<file path="config.mk">
export PLATFORM = sky130hd
export DESIGN_NAME = opcode_decode_clock_count
export DESIGN_NICKNAME = d
export VERILOG_FILES = /design/src/shared/opdec_pkg.sv /design/src/hdl/opcode_decode_clock_count.sv
export SDC_FILE = /design/constraint.sdc
export NUM_CORES = 1
export LEC_CHECK = 0
export CORE_MARGIN = 2
export CORE_UTILIZATION = 33
export CTS_BUF_LIST = sky130_fd_sc_hd__clkbuf_16
export DETAILED_ROUTE_END_ITERATION = 7
export DONT_BUFFER_PORTS = 1
export PLACE_DENSITY = 0.49
export SLEW_MARGIN = 5
export SYNTH_ARGS = -nofsm -noshare
export SYNTH_HDL_FRONTEND = slang
export SYNTH_SLANG_ARGS = --single-unit
</file>
<file path="constraint.sdc">
create_clock -name clk_sys_in -period 1.9 [get_ports clk_sys_in]
set_clock_uncertainty 0.2 [all_clocks]
set_input_delay 0.19 -clock clk_sys_in [delete_from_list [all_inputs] [get_ports clk_sys_in]]
set_output_delay 0.19 -clock clk_sys_in [all_outputs]
set_load 0.01 [all_outputs]
</file>
<file path="src/shared/opdec_pkg.sv">
// Purpose: Shared types and constants for the opcode decoder with clock counts
// Assumes: Opcode bytes arrive one at a time from the fetch stage
// Notes: Clock counts are execution clocks per instruction form
package opdec_pkg;

	// ****************************************
	// Opcode patterns
	// ****************************************
	localparam logic [7:0] OPC_ESCAPE = 8'h0f;
	localparam logic [6:0] OPC_SWAP_RM = 7'h43;
	localparam logic [4:0] OPC_SWAP_ACC = 5'h12;
	localparam logic [6:0] OPC_IN_FIXED = 7'h72;
	localparam logic [6:0] OPC_IN_VAR = 7'h76;
	localparam logic [6:0] OPC_OUT_FIXED = 7'h73;
	localparam logic [6:0] OPC_OUT_VAR = 7'h77;
	localparam logic [7:0] OPC_LOAD_OFFSET = 8'h8d;
	localparam logic [7:0] OPC_LPDS = 8'hc5;
	localparam logic [7:0] OPC_LPES = 8'hc4;
	localparam logic [7:0] OPC_LPFS = 8'hb4;
	localparam logic [7:0] OPC_LPGS = 8'hb5;
	localparam logic [7:0] OPC_LPSS = 8'hb2;
	localparam logic [7:0] OPC_CLR_CARRY = 8'hf8;
	localparam logic [7:0] OPC_CLR_DIR = 8'hfc;
	localparam logic [7:0] OPC_CLR_IE = 8'hfa;
	localparam logic [7:0] OPC_CLR_TS = 8'h06;
	localparam logic [7:0] OPC_INV_CARRY = 8'hf5;
	localparam logic [7:0] OPC_FLAGS_TO_AH = 8'h9f;
	localparam logic [7:0] OPC_AH_TO_FLAGS = 8'h9e;
	localparam logic [7:0] OPC_SET_CARRY = 8'hf9;

	// ****************************************
	// Clock counts
	// ****************************************
	localparam logic [5:0] CLK_SWAP_REG = 6'h03;
	localparam logic [5:0] CLK_SWAP_MEM = 6'h05;
	localparam logic [5:0] CLK_IN_FIX_REAL = 6'h0c;
	localparam logic [5:0] CLK_IN_FIX_PRIV = 6'h06;
	localparam logic [5:0] CLK_IN_FIX_SLOW = 6'h1a;
	localparam logic [5:0] CLK_IN_VAR_REAL = 6'h0d;
	localparam logic [5:0] CLK_IN_VAR_PRIV = 6'h07;
	localparam logic [5:0] CLK_IN_VAR_SLOW = 6'h1b;
	localparam logic [5:0] CLK_OUT_FIX_REAL = 6'h0a;
	localparam logic [5:0] CLK_OUT_FIX_PRIV = 6'h04;
	localparam logic [5:0] CLK_OUT_FIX_SLOW = 6'h18;
	localparam logic [5:0] CLK_OUT_VAR_REAL = 6'h0b;
	localparam logic [5:0] CLK_OUT_VAR_PRIV = 6'h05;
	localparam logic [5:0] CLK_OUT_VAR_SLOW = 6'h19;
	localparam logic [5:0] CLK_LOAD_OFFSET = 6'h02;
	localparam logic [5:0] CLK_LP_REAL = 6'h07;
	localparam logic [5:0] CLK_LP_PROT = 6'h16;
	localparam logic [5:0] CLK_LP_PROT_EXT = 6'h19;
	localparam logic [5:0] CLK_FLAG_FAST = 6'h02;
	localparam logic [5:0] CLK_CLR_IE = 6'h08;
	localparam logic [5:0] CLK_CLR_TS = 6'h06;
	localparam logic [5:0] CLK_AH_TO_FLAGS = 6'h03;
	localparam logic [5:0] CLK_RESET = 6'h00;

	// ****************************************
	// Types
	// ****************************************
	typedef enum logic [1:0] {
		MODE_REAL = 2'h0,
		MODE_PROT = 2'h1,
		MODE_COMPAT = 2'h2
	} cpu_mode_t;

	typedef enum logic [4:0] {
		ID_NONE = 5'h00,
		ID_SWAP_RM = 5'h01,
		ID_SWAP_ACC = 5'h02,
		ID_IN_FIXED = 5'h03,
		ID_IN_VAR = 5'h04,
		ID_OUT_FIXED = 5'h05,
		ID_OUT_VAR = 5'h06,
		ID_LOAD_OFFSET = 5'h07,
		ID_LPDS = 5'h08,
		ID_LPES = 5'h09,
		ID_LPFS = 5'h0a,
		ID_LPGS = 5'h0b,
		ID_LPSS = 5'h0c,
		ID_CLR_CARRY = 5'h0d,
		ID_CLR_DIR = 5'h0e,
		ID_CLR_IE = 5'h0f,
		ID_CLR_TS = 5'h10,
		ID_INV_CARRY = 5'h11,
		ID_FLAGS_TO_AH = 5'h12,
		ID_AH_TO_FLAGS = 5'h13,
		ID_SET_CARRY = 5'h14
	} instr_id_t;

	// Context that selects among the clock columns
	typedef struct packed {
		cpu_mode_t mode;
		logic [1:0] cur_priv;
		logic [1:0] io_priv;
	} exec_ctx_t;

	// Result handed to the execution stage
	typedef struct packed {
		logic valid;
		logic unhandled;
		instr_id_t id;
		logic width;
		logic [5:0] clocks;
	} decode_result_t;

endpackage
</file>
<file path="src/hdl/opcode_decode_clock_count.sv">
// Purpose: Decode a group of opcodes and report their execution clock counts
// Assumes: One opcode byte per cycle with a valid strobe; mod-reg-r/m byte follows
// Notes: Memory timing, prefixes and exceptions are handled elsewhere
`timescale 1ns/100ps
`default_nettype none

module opcode_decode_clock_count (
	input wire logic clk_sys_in,
	input wire logic rst_in,
	input wire logic byte_valid_in,
	input wire logic [7:0] byte_in,
	input wire opdec_pkg::exec_ctx_t ctx_in,
	output var opdec_pkg::decode_result_t result_out
);

	// ****************************************
	// Sequencer states
	// ****************************************
	typedef enum logic [2:0] {
		ST_OPCODE = 3'b001,
		ST_ESCAPED = 3'b010,
		ST_MODRM = 3'b100
	} dec_state_t;

	dec_state_t state_r, state_nxt;
	opdec_pkg::decode_result_t pend_r, pend_nxt;
	opdec_pkg::decode_result_t result_r, result_nxt;

	// Port I/O count: real, compatibility, or protected with privilege check
	function automatic logic [5:0] port_clocks(input opdec_pkg::exec_ctx_t c,
		input logic [5:0] real_clk, input logic [5:0] priv_clk,
		input logic [5:0] slow_clk);
		logic [5:0] r;
		r = real_clk;
		if (c.mode == opdec_pkg::MODE_COMPAT) begin
			r = slow_clk;
		end else if (c.mode == opdec_pkg::MODE_PROT) begin
			r = (c.cur_priv <= c.io_priv) ? priv_clk : slow_clk;
		end
		return r;
	endfunction

	// Real and compatibility modes share one column for pointer loads
	function automatic logic [5:0] mode_clocks(input opdec_pkg::exec_ctx_t c,
		input logic [5:0] real_clk, input logic [5:0] prot_clk);
		return (c.mode == opdec_pkg::MODE_PROT) ? prot_clk : real_clk;
	endfunction

	// ****************************************
	// First byte decode
	// ****************************************
	wire logic [7:0] b = byte_in;
	wire logic w_bit = b[0];
	wire logic is_escape = (b == opdec_pkg::OPC_ESCAPE);
	wire logic is_swap_rm = (b[7:1] == opdec_pkg::OPC_SWAP_RM);
	wire logic is_swap_acc = (b[7:3] == opdec_pkg::OPC_SWAP_ACC);
	wire logic is_in_fix = (b[7:1] == opdec_pkg::OPC_IN_FIXED);
	wire logic is_in_var = (b[7:1] == opdec_pkg::OPC_IN_VAR);
	wire logic is_out_fix = (b[7:1] == opdec_pkg::OPC_OUT_FIXED);
	wire logic is_out_var = (b[7:1] == opdec_pkg::OPC_OUT_VAR);
	wire logic is_load_off = (b == opdec_pkg::OPC_LOAD_OFFSET);
	wire logic is_lpds = (b == opdec_pkg::OPC_LPDS);
	wire logic is_lpes = (b == opdec_pkg::OPC_LPES);
	wire logic is_clr_carry = (b == opdec_pkg::OPC_CLR_CARRY);
	wire logic is_clr_dir = (b == opdec_pkg::OPC_CLR_DIR);
	wire logic is_clr_ie = (b == opdec_pkg::OPC_CLR_IE);
	wire logic is_inv_carry = (b == opdec_pkg::OPC_INV_CARRY);
	wire logic is_flags_to_ah = (b == opdec_pkg::OPC_FLAGS_TO_AH);
	wire logic is_ah_to_flags = (b == opdec_pkg::OPC_AH_TO_FLAGS);
	wire logic is_set_carry = (b == opdec_pkg::OPC_SET_CARRY);
	// Byte after the escape
	wire logic is_lpfs = (b == opdec_pkg::OPC_LPFS);
	wire logic is_lpgs = (b == opdec_pkg::OPC_LPGS);
	wire logic is_lpss = (b == opdec_pkg::OPC_LPSS);
	wire logic is_clr_ts = (b == opdec_pkg::OPC_CLR_TS);
	// Swap memory form depends on mod field of the following byte
	wire logic modrm_is_reg = (b[7:6] == 2'h3);

	// ****************************************
	// Clock column selection
	// ****************************************
	// Columns follow the live context; the sequencer only picks the one it keeps
	wire logic [5:0] clk_in_fix = port_clocks(ctx_in, opdec_pkg::CLK_IN_FIX_REAL,
		opdec_pkg::CLK_IN_FIX_PRIV, opdec_pkg::CLK_IN_FIX_SLOW);
	wire logic [5:0] clk_in_var = port_clocks(ctx_in, opdec_pkg::CLK_IN_VAR_REAL,
		opdec_pkg::CLK_IN_VAR_PRIV, opdec_pkg::CLK_IN_VAR_SLOW);
	wire logic [5:0] clk_out_fix = port_clocks(ctx_in, opdec_pkg::CLK_OUT_FIX_REAL,
		opdec_pkg::CLK_OUT_FIX_PRIV, opdec_pkg::CLK_OUT_FIX_SLOW);
	wire logic [5:0] clk_out_var = port_clocks(ctx_in, opdec_pkg::CLK_OUT_VAR_REAL,
		opdec_pkg::CLK_OUT_VAR_PRIV, opdec_pkg::CLK_OUT_VAR_SLOW);
	// Stack segment load shares the shorter protected figure of the unescaped loads
	wire logic [5:0] clk_ptr_near = mode_clocks(ctx_in, opdec_pkg::CLK_LP_REAL,
		opdec_pkg::CLK_LP_PROT);
	wire logic [5:0] clk_ptr_far = mode_clocks(ctx_in, opdec_pkg::CLK_LP_REAL,
		opdec_pkg::CLK_LP_PROT_EXT);
	wire logic [5:0] clk_swap_rm = modrm_is_reg ? opdec_pkg::CLK_SWAP_REG
		: opdec_pkg::CLK_SWAP_MEM;

	always_comb begin
		state_nxt = state_r;
		pend_nxt = pend_r;
		result_nxt = result_r;
		result_nxt.valid = 1'b0;
		result_nxt.unhandled = 1'b0;
		if (byte_valid_in) begin
			case (state_r)
				ST_OPCODE: begin
					pend_nxt = '0;
					pend_nxt.valid = 1'b1;
					if (is_escape) begin
						state_nxt = ST_ESCAPED;
					end else if (is_swap_rm) begin
						pend_nxt.id = opdec_pkg::ID_SWAP_RM;
						pend_nxt.width = w_bit;
						state_nxt = ST_MODRM;
					end else if (is_load_off) begin
						pend_nxt.id = opdec_pkg::ID_LOAD_OFFSET;
						pend_nxt.clocks = opdec_pkg::CLK_LOAD_OFFSET;
						state_nxt = ST_MODRM;
					end else if (is_lpds) begin
						pend_nxt.id = opdec_pkg::ID_LPDS;
						pend_nxt.clocks = clk_ptr_near;
						state_nxt = ST_MODRM;
					end else if (is_lpes) begin
						pend_nxt.id = opdec_pkg::ID_LPES;
						pend_nxt.clocks = clk_ptr_near;
						state_nxt = ST_MODRM;
					end else begin
						// Single-byte forms complete at once
						result_nxt = '0;
						result_nxt.valid = 1'b1;
						if (is_swap_acc) begin
							result_nxt.id = opdec_pkg::ID_SWAP_ACC;
							result_nxt.width = 1'b1;
							result_nxt.clocks = opdec_pkg::CLK_SWAP_REG;
						end else if (is_in_fix) begin
							result_nxt.id = opdec_pkg::ID_IN_FIXED;
							result_nxt.width = w_bit;
							result_nxt.clocks = clk_in_fix;
						end else if (is_in_var) begin
							result_nxt.id = opdec_pkg::ID_IN_VAR;
							result_nxt.width = w_bit;
							result_nxt.clocks = clk_in_var;
						end else if (is_out_fix) begin
							result_nxt.id = opdec_pkg::ID_OUT_FIXED;
							result_nxt.width = w_bit;
							result_nxt.clocks = clk_out_fix;
						end else if (is_out_var) begin
							result_nxt.id = opdec_pkg::ID_OUT_VAR;
							result_nxt.width = w_bit;
							result_nxt.clocks = clk_out_var;
						end else if (is_clr_carry) begin
							result_nxt.id = opdec_pkg::ID_CLR_CARRY;
							result_nxt.clocks = opdec_pkg::CLK_FLAG_FAST;
						end else if (is_clr_dir) begin
							result_nxt.id = opdec_pkg::ID_CLR_DIR;
							result_nxt.clocks = opdec_pkg::CLK_FLAG_FAST;
						end else if (is_clr_ie) begin
							result_nxt.id = opdec_pkg::ID_CLR_IE;
							result_nxt.clocks = opdec_pkg::CLK_CLR_IE;
						end else if (is_inv_carry) begin
							result_nxt.id = opdec_pkg::ID_INV_CARRY;
							result_nxt.clocks = opdec_pkg::CLK_FLAG_FAST;
						end else if (is_flags_to_ah) begin
							result_nxt.id = opdec_pkg::ID_FLAGS_TO_AH;
							result_nxt.clocks = opdec_pkg::CLK_FLAG_FAST;
						end else if (is_ah_to_flags) begin
							result_nxt.id = opdec_pkg::ID_AH_TO_FLAGS;
							result_nxt.clocks = opdec_pkg::CLK_AH_TO_FLAGS;
						end else if (is_set_carry) begin
							result_nxt.id = opdec_pkg::ID_SET_CARRY;
							result_nxt.clocks = opdec_pkg::CLK_FLAG_FAST;
						end else begin
							result_nxt.unhandled = 1'b1;
						end
					end
				end
				ST_ESCAPED: begin
					state_nxt = ST_MODRM;
					if (is_lpfs) begin
						pend_nxt.id = opdec_pkg::ID_LPFS;
						pend_nxt.clocks = clk_ptr_far;
					end else if (is_lpgs) begin
						pend_nxt.id = opdec_pkg::ID_LPGS;
						pend_nxt.clocks = clk_ptr_far;
					end else if (is_lpss) begin
						pend_nxt.id = opdec_pkg::ID_LPSS;
						pend_nxt.clocks = clk_ptr_near;
					end else begin
						// No mod-reg-r/m follows: report now
						state_nxt = ST_OPCODE;
						result_nxt = '0;
						result_nxt.valid = 1'b1;
						if (is_clr_ts) begin
							result_nxt.id = opdec_pkg::ID_CLR_TS;
							result_nxt.clocks = opdec_pkg::CLK_CLR_TS;
						end else begin
							result_nxt.unhandled = 1'b1;
						end
					end
				end
				ST_MODRM: begin
					state_nxt = ST_OPCODE;
					result_nxt = pend_r;
					if (pend_r.id == opdec_pkg::ID_SWAP_RM) begin
						result_nxt.clocks = clk_swap_rm;
					end
				end
				default: begin
					state_nxt = ST_OPCODE;
				end
			endcase
		end
	end

	// ****************************************
	// Registers
	// ****************************************
	always_ff @(posedge clk_sys_in) begin
		if (rst_in) begin
			state_r <= ST_OPCODE;
			pend_r <= '0;
			result_r <= '0;
		end else begin
			state_r <= state_nxt;
			pend_r <= pend_nxt;
			result_r <= result_nxt;
		end
	end

	assign result_out = result_r;

endmodule

`default_nettype wire

</file>
==> results of run 1 <==
-- cell type report --
class | instances | area, sq um | area share, %
Timing Repair Buffer | 32 | 259 | 11.2
Clock inverter | 1 | 3.75 | 0.163
Inverter | 15 | 56.3 | 2.44
Clock buffer | 3 | 75.1 | 3.25
Sequential cell | 27 | 547 | 23.7
Tap cell | 72 | 90.1 | 3.90
Multi-Input combinational cell | 182 | 1280 | 55.4
-- how the worst max path moves through the flow --
stage,start,to,slack [ps],cells after the start
4_1_cts,state_r[0],result_out[12],-20,5
3_5_place_dp,byte_in[7],result_out[2],-100,5
6_report,state_r[0],result_out[12],-2,5
3_3_place_gp,byte_in[3],result_out[1],-90,5
2_1_floorplan,byte_in[5],result_out[2],-70,6
5_1_grt,state_r[0],result_out[12],-80,5
-- per-stage QoR --
step / hold slack, ps / instances / total power (W) / utilization [%]
3_5_place_dp: 66.4 / 324 / 0.000975 / 38.8
3_3_place_gp: 64.9 / 324 / 0.000976 / 38.8
2_1_floorplan: 202 / 244 / 0.000896 / -
4_1_cts: -215 / 329 / 0.00146 / 40.7
6_report: -216 / 332 / 0.00147 / 41.7
5_1_grt: -217 / 332 / 0.00156 / 41.7
-- layer usage --
layer | GRT usage (%) | vias up | part of all wire [%]
met4 | 5.59 | 0 | 2.0
met2 | 31.3 | 56 | 47
met3 | 3.03 | 8 | 4.5
li1 | - | 955 | -
met5 | 0 | - | 0
met1 | 26.7 | 956 | 46
-- critical path, delay by kind of cell (launching register included) --
family | cells | cell delay [ps]
and+or+nand+nor | 3 | 1010
DFF | 1 | 370
AOI/OAI and AO/OA | 2 | 260
-- state kept, by name, summed over array words and instances, names as in the netlist --
register    cells
pend_r         11
result_out     13
state_r         3
-- synth_stat cells, types with 5 or more instances --
cell	instances
nor2b_1	5
o21ai_0	9
dfxtp_1	27
nand2_1	17
clkbuf_1	11
a31oi_1	15
a21oi_1	19
nor2_1	17
a311oi_1	6
nand4_1	5
inv_1	15
nand3_1	5
a211oi_1	13
-- repair_timing --
item | 4_1_cts | 5_1_grt
buffers inserted | 0 | 3
resized for setup | 4 | 9
endpoints found under the hold margin | 27 | 26
endpoints found under the setup margin | 10 | 19
cloned | 0 | 0
pin swaps | 1 | 5
-- cell families (layout without fill, tap and decap cells) --
logic type               count (synthesis)  after routing
AO/OA/AOI/OAI                           89             89
flip-flops                              27             27
adder cells (fa/ha/maj)                  4              4
multiplexers                             4              4
AND/OR/NAND/NOR                         82             82
other                                    1              1
buffers and inverters                   35             51
XOR/XNOR                                 2              2
-- power groups by stage --
stage | Clock [W] | Sequential [W] | Combinational (W)
6_report | 0.000478 | 0.000649 | 0.000345
3_5_place_dp | 0 | 0.000662 | 0.000312
5_1_grt | 0.000522 | 0.000654 | 0.000380
2_1_floorplan | 0 | 0.000653 | 0.000243
3_3_place_gp | 0 | 0.000662 | 0.000313
4_1_cts | 0.000492 | 0.000651 | 0.000319
==> tab_implementation.tex, run 1 <==
\begin{tabular}{lr}
\hline
Metric & Value \\
\hline
\multicolumn{2}{l}{\textbf{Power and ir drop}} \\
\quad Net Sw Frac & between 20 and 30\% \\
\quad Share of power burned in combinational logic & between 20\% and 30\% \\
\quad Internal power & around 0.0011 W \\
\quad Portion of total power attributed to the clock network & between 30 and 40\% \\
\quad Power per standard cell area & $\sim$640 mW/mm\^{}2 \\
\quad Max IR drop VDD & $\sim$0.3 mV \\
\quad P\_sw & roughly 0.0004 W \\
\quad Sequential group share of total power & between 40 and 50\% \\
\quad Static power due to leakage & 0.860 nW \\
\multicolumn{2}{l}{\textbf{Synthesis}} \\
\quad Proportion of synthesized chip area in sequential cells & $\sim$28\% \\
\quad Largest family of logic cells by synthesized area & compound AO/OA/AOI/OAI gates \\
\quad Number of library cell types mapped by synthesis & 66 \\
\quad Netlist area before placement & roughly 0.0019 sq mm \\
\quad Ys Warns & 0 \\
\quad Share of the synthesized area in the top cell type & roughly 28\% \\
\quad Xor-xnor portion of the synthesized cell area & less than 1\% \\
\quad Post-synth EDFFs & 0 \\
\quad Fraction of synthesized area in multiplexers & 2.16\% \\
\quad Cell count after synthesis & $\sim$240 \\
\quad Post-synthesis share of cell area spent on full adders, half adders and majority gates & approximately 2.6\% \\
\quad Compound-gate portion of the synthesized area & 32.2\% \\
\quad Async set-reset flop share out of synthesis & 0\% \\
\quad Ys flop type & dfxtp\_1 \\
\quad Post-synthesis share of cell area spent on and, or, nand and nor gates & $\sim$26\% \\
\quad Dominant cell type by area after synthesis & dfxtp\_1 \\
\quad Total nets after synthesis & 265 \\
\quad Synthesized area per cell & around 7.9 sq um \\
\quad Top cells by area in the synthesized netlist & dfxtp\_1 (28\%), a211oi\_1 (5.1\%), a21oi\_1 (5.0\%) \\
\quad Register bit count reported by yosys & 27 \\
\multicolumn{2}{l}{\textbf{Setup path}} \\
\quad Cell with the largest stage delay on the worst path & or4b\_4 \\
\quad List of cells traversed by the critical path & nor3b\_4 -> o21ai\_4 -> or2\_1 -> or4b\_4 -> a21oi\_2 \\
\quad Max FO, Critical Path & 6 \\
\quad R2R Path Start & state\_r[0] \\
\quad Critical path's largest stage delay & 490 ps \\
\quad R2r endpoint & result\_out[12] \\
\quad Critical path capture point type & register \\
\quad Worst path arrival time & 1900 ps \\
\quad Startpoint-to-endpoint class of the critical path & reg2reg \\
\quad R2R cell count & 5 \\
\quad Worst-case register-to-register setup slack & -2 ps \\
\quad Data required time of the critical path & 1900 ps \\
\quad Sort of element at the start of the critical path & register \\
\multicolumn{2}{l}{\textbf{Routing}} \\
\quad Total vias in the final route & 1975 \\
\quad Drt drc & 0 \\
\quad Via density per instance & between 5 and 6 \\
\quad DR iter-0 viols & 173 \\
\quad Routed length per instance & roughly 18 um \\
\quad WL final & 6060 um \\
\quad First drt pass iteration count & 5 \\
\quad Number of routed nets with antenna violations & 0 \\
\multicolumn{2}{l}{\textbf{Finish}} \\
\quad Total of fill cells in the finished design & roughly 600 \\
\quad Number of diodes & 0 \\
\quad Final net count & 282 \\
\quad Share of layout cells above drive strength 1 & 23.1\% \\
\quad Most used cells in the layout excluding fill and tap cells & buf\_4 (29), dfxtp\_1 (24), nand2\_1 (17), a21oi\_1 (17), nor2\_1 (17) \\
\quad Area added between synthesis and finish & 20.6\% \\
\quad Final design area excluding fillers & between 0.002 and 0.0025 sq mm \\
\quad Leading cell type in the layout, fill and taps excluded & buf\_4 \\
\multicolumn{2}{l}{\textbf{Global route}} \\
\quad Pin count of the biggest net entering global routing & 27 \\
\quad Global-route wire length before repair & 9560 um \\
\quad Grt total ovfl & 0 \\
\quad Vias in the first global route & 1785 \\
\quad All-Layer GR Usage & between 10\% and 20\% \\
\quad Number of antenna violations at the first check in global routing & 0 \\
\multicolumn{2}{l}{\textbf{Placement}} \\
\quad Final estimated routing congestion in global placement & a little under 0.9 \\
\quad Place WS & -98.7 ps \\
\quad Area of placed instances & roughly 0.0022 sq mm \\
\quad \# port buffers & 0 \\
\quad Detail Placement HPWL & 4580 um \\
\multicolumn{2}{l}{\textbf{Timing}} \\
\quad Max-slew violation count & 0 \\
\quad Worst hold slack & -216 ps \\
\quad Portion of the clock cycle consumed by the worst path in the final layout & 100\% \\
\quad Final hold violation count & 26 \\
\quad Final critical-path setup slack & -1.89 ps \\
\quad Total Negative Setup Slacks & -1.89 ps \\
\quad Setup Viol. Count Final & 1 \\
\quad Setup repair after global routing missed its margin & yes \\
\quad Peak clock frequency supported by timing & 526 MHz \\
\quad Min cycle time layout & approximately 1900 ps \\
\multicolumn{2}{l}{\textbf{Floorplanning}} \\
\quad I/O pin total & 31 \\
\quad Horizontal extent of the die & about 80 um \\
\quad Number of core rows & 27 \\
\quad Core box area & 0.00554 sq mm \\
\quad Vertical extent of the die & approximately 80 um \\
\quad Total Die Area & 0.00643 sq mm \\
\quad Starting utilization of the core area & about a third \\
\multicolumn{2}{l}{\textbf{Clocking}} \\
\quad CTS Buf Count & 3 \\
\quad Hold buffer count at CTS & 1 \\
\quad Sink Count & 27 \\
\quad Root buffer selected by CTS & clkbuf\_16 \\
\quad Clock slew at reported path FFs & $\sim$70 ps \\
\quad Bufs on Longest Clock Path & 2 \\
\quad CTS tree & done \\
\quad Clock latency at the later pin of the worst-skew pair & about 260 ps \\
\quad Clock H-tree levels & 1 \\
\multicolumn{2}{l}{\textbf{Worst hold path}} \\
\quad Start point of the worst min-delay path & rst\_in \\
\quad Hold WC Path Type & in2reg \\
\quad Hold path cells & 1 \\
\quad Worst min-delay path endpoint & state\_r[1] \\
\multicolumn{2}{l}{\textbf{Outcome}} \\
\quad Failing checks & hold timing, setup timing \\
\quad Status & complete, but fails checks \\
\multicolumn{2}{l}{\textbf{Run}} \\
\quad Number of max-cap violations & 0 \\
\hline
\end{tabular}
(Power assumes the default switching activity.)
==> run 2, diff against run 1 <==
--- a/config.mk
+++ b/config.mk
@@ -5,9 +5,10 @@
 export SDC_FILE = /design/constraint.sdc
 export NUM_CORES = 1
 export LEC_CHECK = 0
+export ABC_AREA = 1
 export CORE_MARGIN = 2
 export CORE_UTILIZATION = 33
-export CTS_BUF_LIST = sky130_fd_sc_hd__clkbuf_16
+export CTS_BUF_LIST = sky130_fd_sc_hd__clkbuf_4 sky130_fd_sc_hd__clkbuf_8 sky130_fd_sc_hd__clkbuf_16
 export DETAILED_ROUTE_END_ITERATION = 7
 export DONT_BUFFER_PORTS = 1
 export PLACE_DENSITY = 0.49
==> run 2 against run 1 <==
  * The run now ends clean
  * Clock power is 28% lower
  * Sequential share of layout area is 0.89 points higher
  * Sequential power rose by 2%
  * Wire length fell by 5.9%
  * First-iteration DRC count did not move
  * Non-clock buffer count is 16 lower
  * Critical path type unchanged
  * Combinational power grew 21%
  * Via count shrank 0.76%
  * Worst setup slack improved by 150 ps
  * Critical endpoint is now result_out[8]
  * Synthesized cell count grew 21%
  * Core utilization shrank 2.2 points
==> tab_implementation.tex, run 2 <==
\begin{tabular}{lr}
\hline
Metric & Value \\
\hline
\multicolumn{2}{l}{\textbf{Outcome}} \\
\quad Status & completed \\
\multicolumn{2}{l}{\textbf{Power and ir drop}} \\
\quad Portion of total power attributed to the clock network & between 20\% and 30\% \\
\quad Sequential group share of total power & about 47\% \\
\quad Static power due to leakage & around 1.1 nW \\
\quad Power per standard cell area & 647 mW/mm\^{}2 \\
\quad Share of power burned in combinational logic & 29.2\% \\
\quad P\_sw & around 0.00048 W \\
\quad Net Sw Frac & about a third \\
\quad Internal power & 0.000945 W \\
\quad Max IR drop VDD & 0.251 mV \\
\multicolumn{2}{l}{\textbf{Finish}} \\
\quad Final net count & roughly 330 \\
\quad Number of diodes & 0 \\
\quad Leading cell type in the layout, fill and taps excluded & nand2\_1 \\
\quad Most used cells in the layout excluding fill and tap cells & nand2\_1 (58), inv\_1 (39), nor2\_1 (36) \\
\quad Largest register FFs & 13 \\
\quad Share of layout cells above drive strength 1 & 20.3\% \\
\quad Number of standard cells in the final layout excluding fillers & around 380 \\
\quad Area added between synthesis and finish & 13.8\% \\
\multicolumn{2}{l}{\textbf{Synthesis}} \\
\quad Number of library cell types mapped by synthesis & 35 \\
\quad Register bit count reported by yosys & 27 \\
\quad Ys flop type & dfxtp\_1 \\
\quad Post-synth EDFFs & 0 \\
\quad Dominant cell type by area after synthesis & dfxtp\_1 \\
\quad Share of the synthesized area in the top cell type & 27.9\% \\
\quad Total nets after synthesis & about 320 \\
\quad Netlist area before placement & approximately 0.0019 sq mm \\
\quad Most numerous cell types in the synthesized netlist & nand2\_1 (59), inv\_1 (39), nor2\_1 (36) \\
\quad Count leader, synth & nand2\_1 \\
\quad Top cells by area in the synthesized netlist & dfxtp\_1 (28\%), nand2\_1 (11\%), inv\_1 (7.6\%) \\
\quad Synthesized area per cell & between 6 and 7 sq um \\
\quad Ys Warns & 0 \\
\quad Proportion of synthesized chip area in sequential cells & 27.9\% \\
\quad Async set-reset flop share out of synthesis & 0\% \\
\quad Cell count after synthesis & $\sim$300 \\
\multicolumn{2}{l}{\textbf{Global route}} \\
\quad All-Layer GR Usage & 19.2\% \\
\quad Grt total ovfl & 0 \\
\quad Global-route wire length before repair & 9510 um \\
\quad Pin count of the biggest net entering global routing & 19 \\
\quad Number of antenna violations at the first check in global routing & 0 \\
\quad Vias in the first global route & just under 2000 \\
\multicolumn{2}{l}{\textbf{Clocking}} \\
\quad CTS Buf Count & 3 \\
\quad Clock slew at reported path FFs & around 90 ps \\
\quad Clock latency at the later pin of the worst-skew pair & 270 ps \\
\quad CTS tree & done \\
\quad Bufs on Longest Clock Path & 2 \\
\quad Sink Count & 27 \\
\quad Root buffer selected by CTS & clkbuf\_8 \\
\quad Clock H-tree levels & 1 \\
\multicolumn{2}{l}{\textbf{Floorplanning}} \\
\quad Core box area & roughly 0.0056 sq mm \\
\quad Horizontal extent of the die & just over 80 um \\
\quad Total Die Area & between 0.006 and 0.007 sq mm \\
\quad Vertical extent of the die & between 80 and 90 um \\
\quad I/O pin total & 31 \\
\quad Starting utilization of the core area & a little over a third \\
\quad Number of core rows & 27 \\
\multicolumn{2}{l}{\textbf{Routing}} \\
\quad First drt pass iteration count & 4 \\
\quad DR iter-0 viols & 173 \\
\quad Number of routed nets with antenna violations & 0 \\
\quad Total vias in the final route & 1960 \\
\quad Via density per instance & roughly 5.1 \\
\quad Drt drc & 0 \\
\quad WL final & 5700 um \\
\quad Routed length per instance & 14.9 um \\
\multicolumn{2}{l}{\textbf{Timing}} \\
\quad Min cycle time layout & around 1800 ps \\
\quad Worst hold slack & 30.5 ps \\
\quad Max-slew violation count & 0 \\
\quad Final hold violation count & 0 \\
\quad Setup Viol. Count Final & 0 \\
\quad Portion of the clock cycle consumed by the worst path in the final layout & about 90\% \\
\quad Peak clock frequency supported by timing & 571 MHz \\
\multicolumn{2}{l}{\textbf{Placement}} \\
\quad Final estimated routing congestion in global placement & $\sim$0.90 \\
\quad Placed insts & approximately 370 \\
\quad \# port buffers & 0 \\
\quad Detail Placement HPWL & about 4600 um \\
\multicolumn{2}{l}{\textbf{Setup path}} \\
\quad Worst path arrival time & between 1500 and 2000 ps \\
\quad Sort of element at the start of the critical path & register \\
\quad Max FO, Critical Path & 4 \\
\quad Startpoint-to-endpoint class of the critical path & reg2reg \\
\quad Data required time of the critical path & $\sim$1900 ps \\
\quad Critical path capture point type & register \\
\multicolumn{2}{l}{\textbf{Worst hold path}} \\
\quad Hold WC Path Type & in2reg \\
\multicolumn{2}{l}{\textbf{Run}} \\
\quad Number of max-cap violations & 0 \\
\hline
\end{tabular}
## run 2: changes by cell type in the layout (fill, tap and decap cells not counted), moves of 12 or more
cell      change
nand3_1      +12
a211oi_1     -13
inv_1        +23
nor2_1       +19
a31oi_1      -13
buf_4        -18
nand2_1      +41
## run 2: cell type report
class | count | area, sq um
flip-flops and latches | 27 | 541
repair buffers | 16 | 153
multi-input cells | 219 | 1200
well taps | 72 | 90.1
fillers | 626 | 3370
inverters | 45 | 169
clock buffers | 4 | 48.8
## run 2: kinds of logic after synthesis
kind of cell | after synthesis | share of synthesized area (%)
AOI/OAI and AO/OA | 67 | 21.5
buffers and inverters | 50 | 10.6
and+or+nand+nor | 147 | 37.1
other | 1 | 0.194
DFF | 27 | 27.9
adders and majority gates | 4 | 2.59
## run 2: timing repair
item,CTS,global route
hold buffers,3,0
resized for setup,0,3
setup endpoints to repair,0,13
setup buffers,0,5
endpoints found under the hold margin,13,0
## run 2: routing by layer
metal | vias up | track usage, % | share of wire (%)
met5 | - | 0 | 0
met3 | 9 | 2.81 | 4.5
li1 | 998 | - | -
met4 | 0 | 5.59 | 1.7
met1 | 900 | 24.9 | 45
met2 | 53 | 33.0 | 48
## run 2: through the flow
step / utilization [%] / cell area [sq um] / worst slack (ps) / setup TNS, ps / power, W
after floorplan: - / 1930 / 314 / 0 / 0.000956
after global placement: 37.0 / 2060 / 117 / 0 / 0.00105
after detailed placement: 37.0 / 2060 / 75.0 / 0 / 0.00105
after CTS: 38.4 / 2140 / 56.1 / 0 / 0.00140
after global routing: 39.5 / 2200 / -1.05 / -1.05 / 0.00152
final: 39.5 / 2200 / 149 / 0 / 0.00142
## run 2: critical path: stages (launching register included)
cell and delay (ps):
dfxtp_1 330, inv_1 100, nand3_2 120, buf_4 160
nor2_1 220, nand2_4 120, inv_2 110, o21ai_0 170
a21oi_2 170
## run 2: worst paths after layout
path                    from             to  slack, ps  cells past startpoint
setup / recovery  state_r[2]  result_out[8]        150                      8
hold reg to reg   pend_r[13]     pend_r[13]        270                      2
hold / removal    byte_in[0]      pend_r[7]         30                      5
setup reg to reg  state_r[2]  result_out[8]        150                      8
## run 2: power groups by stage
stage	Clock (W)	Sequential (W)	Combinational (W)
6_report	0.000346	0.000662	0.000416
5_1_grt	0.000385	0.000670	0.000465
4_1_cts	0.000353	0.000663	0.000383
3_5_place_dp	0	0.000676	0.000371
3_3_place_gp	0	0.000676	0.000372
2_1_floorplan	0	0.000666	0.000290
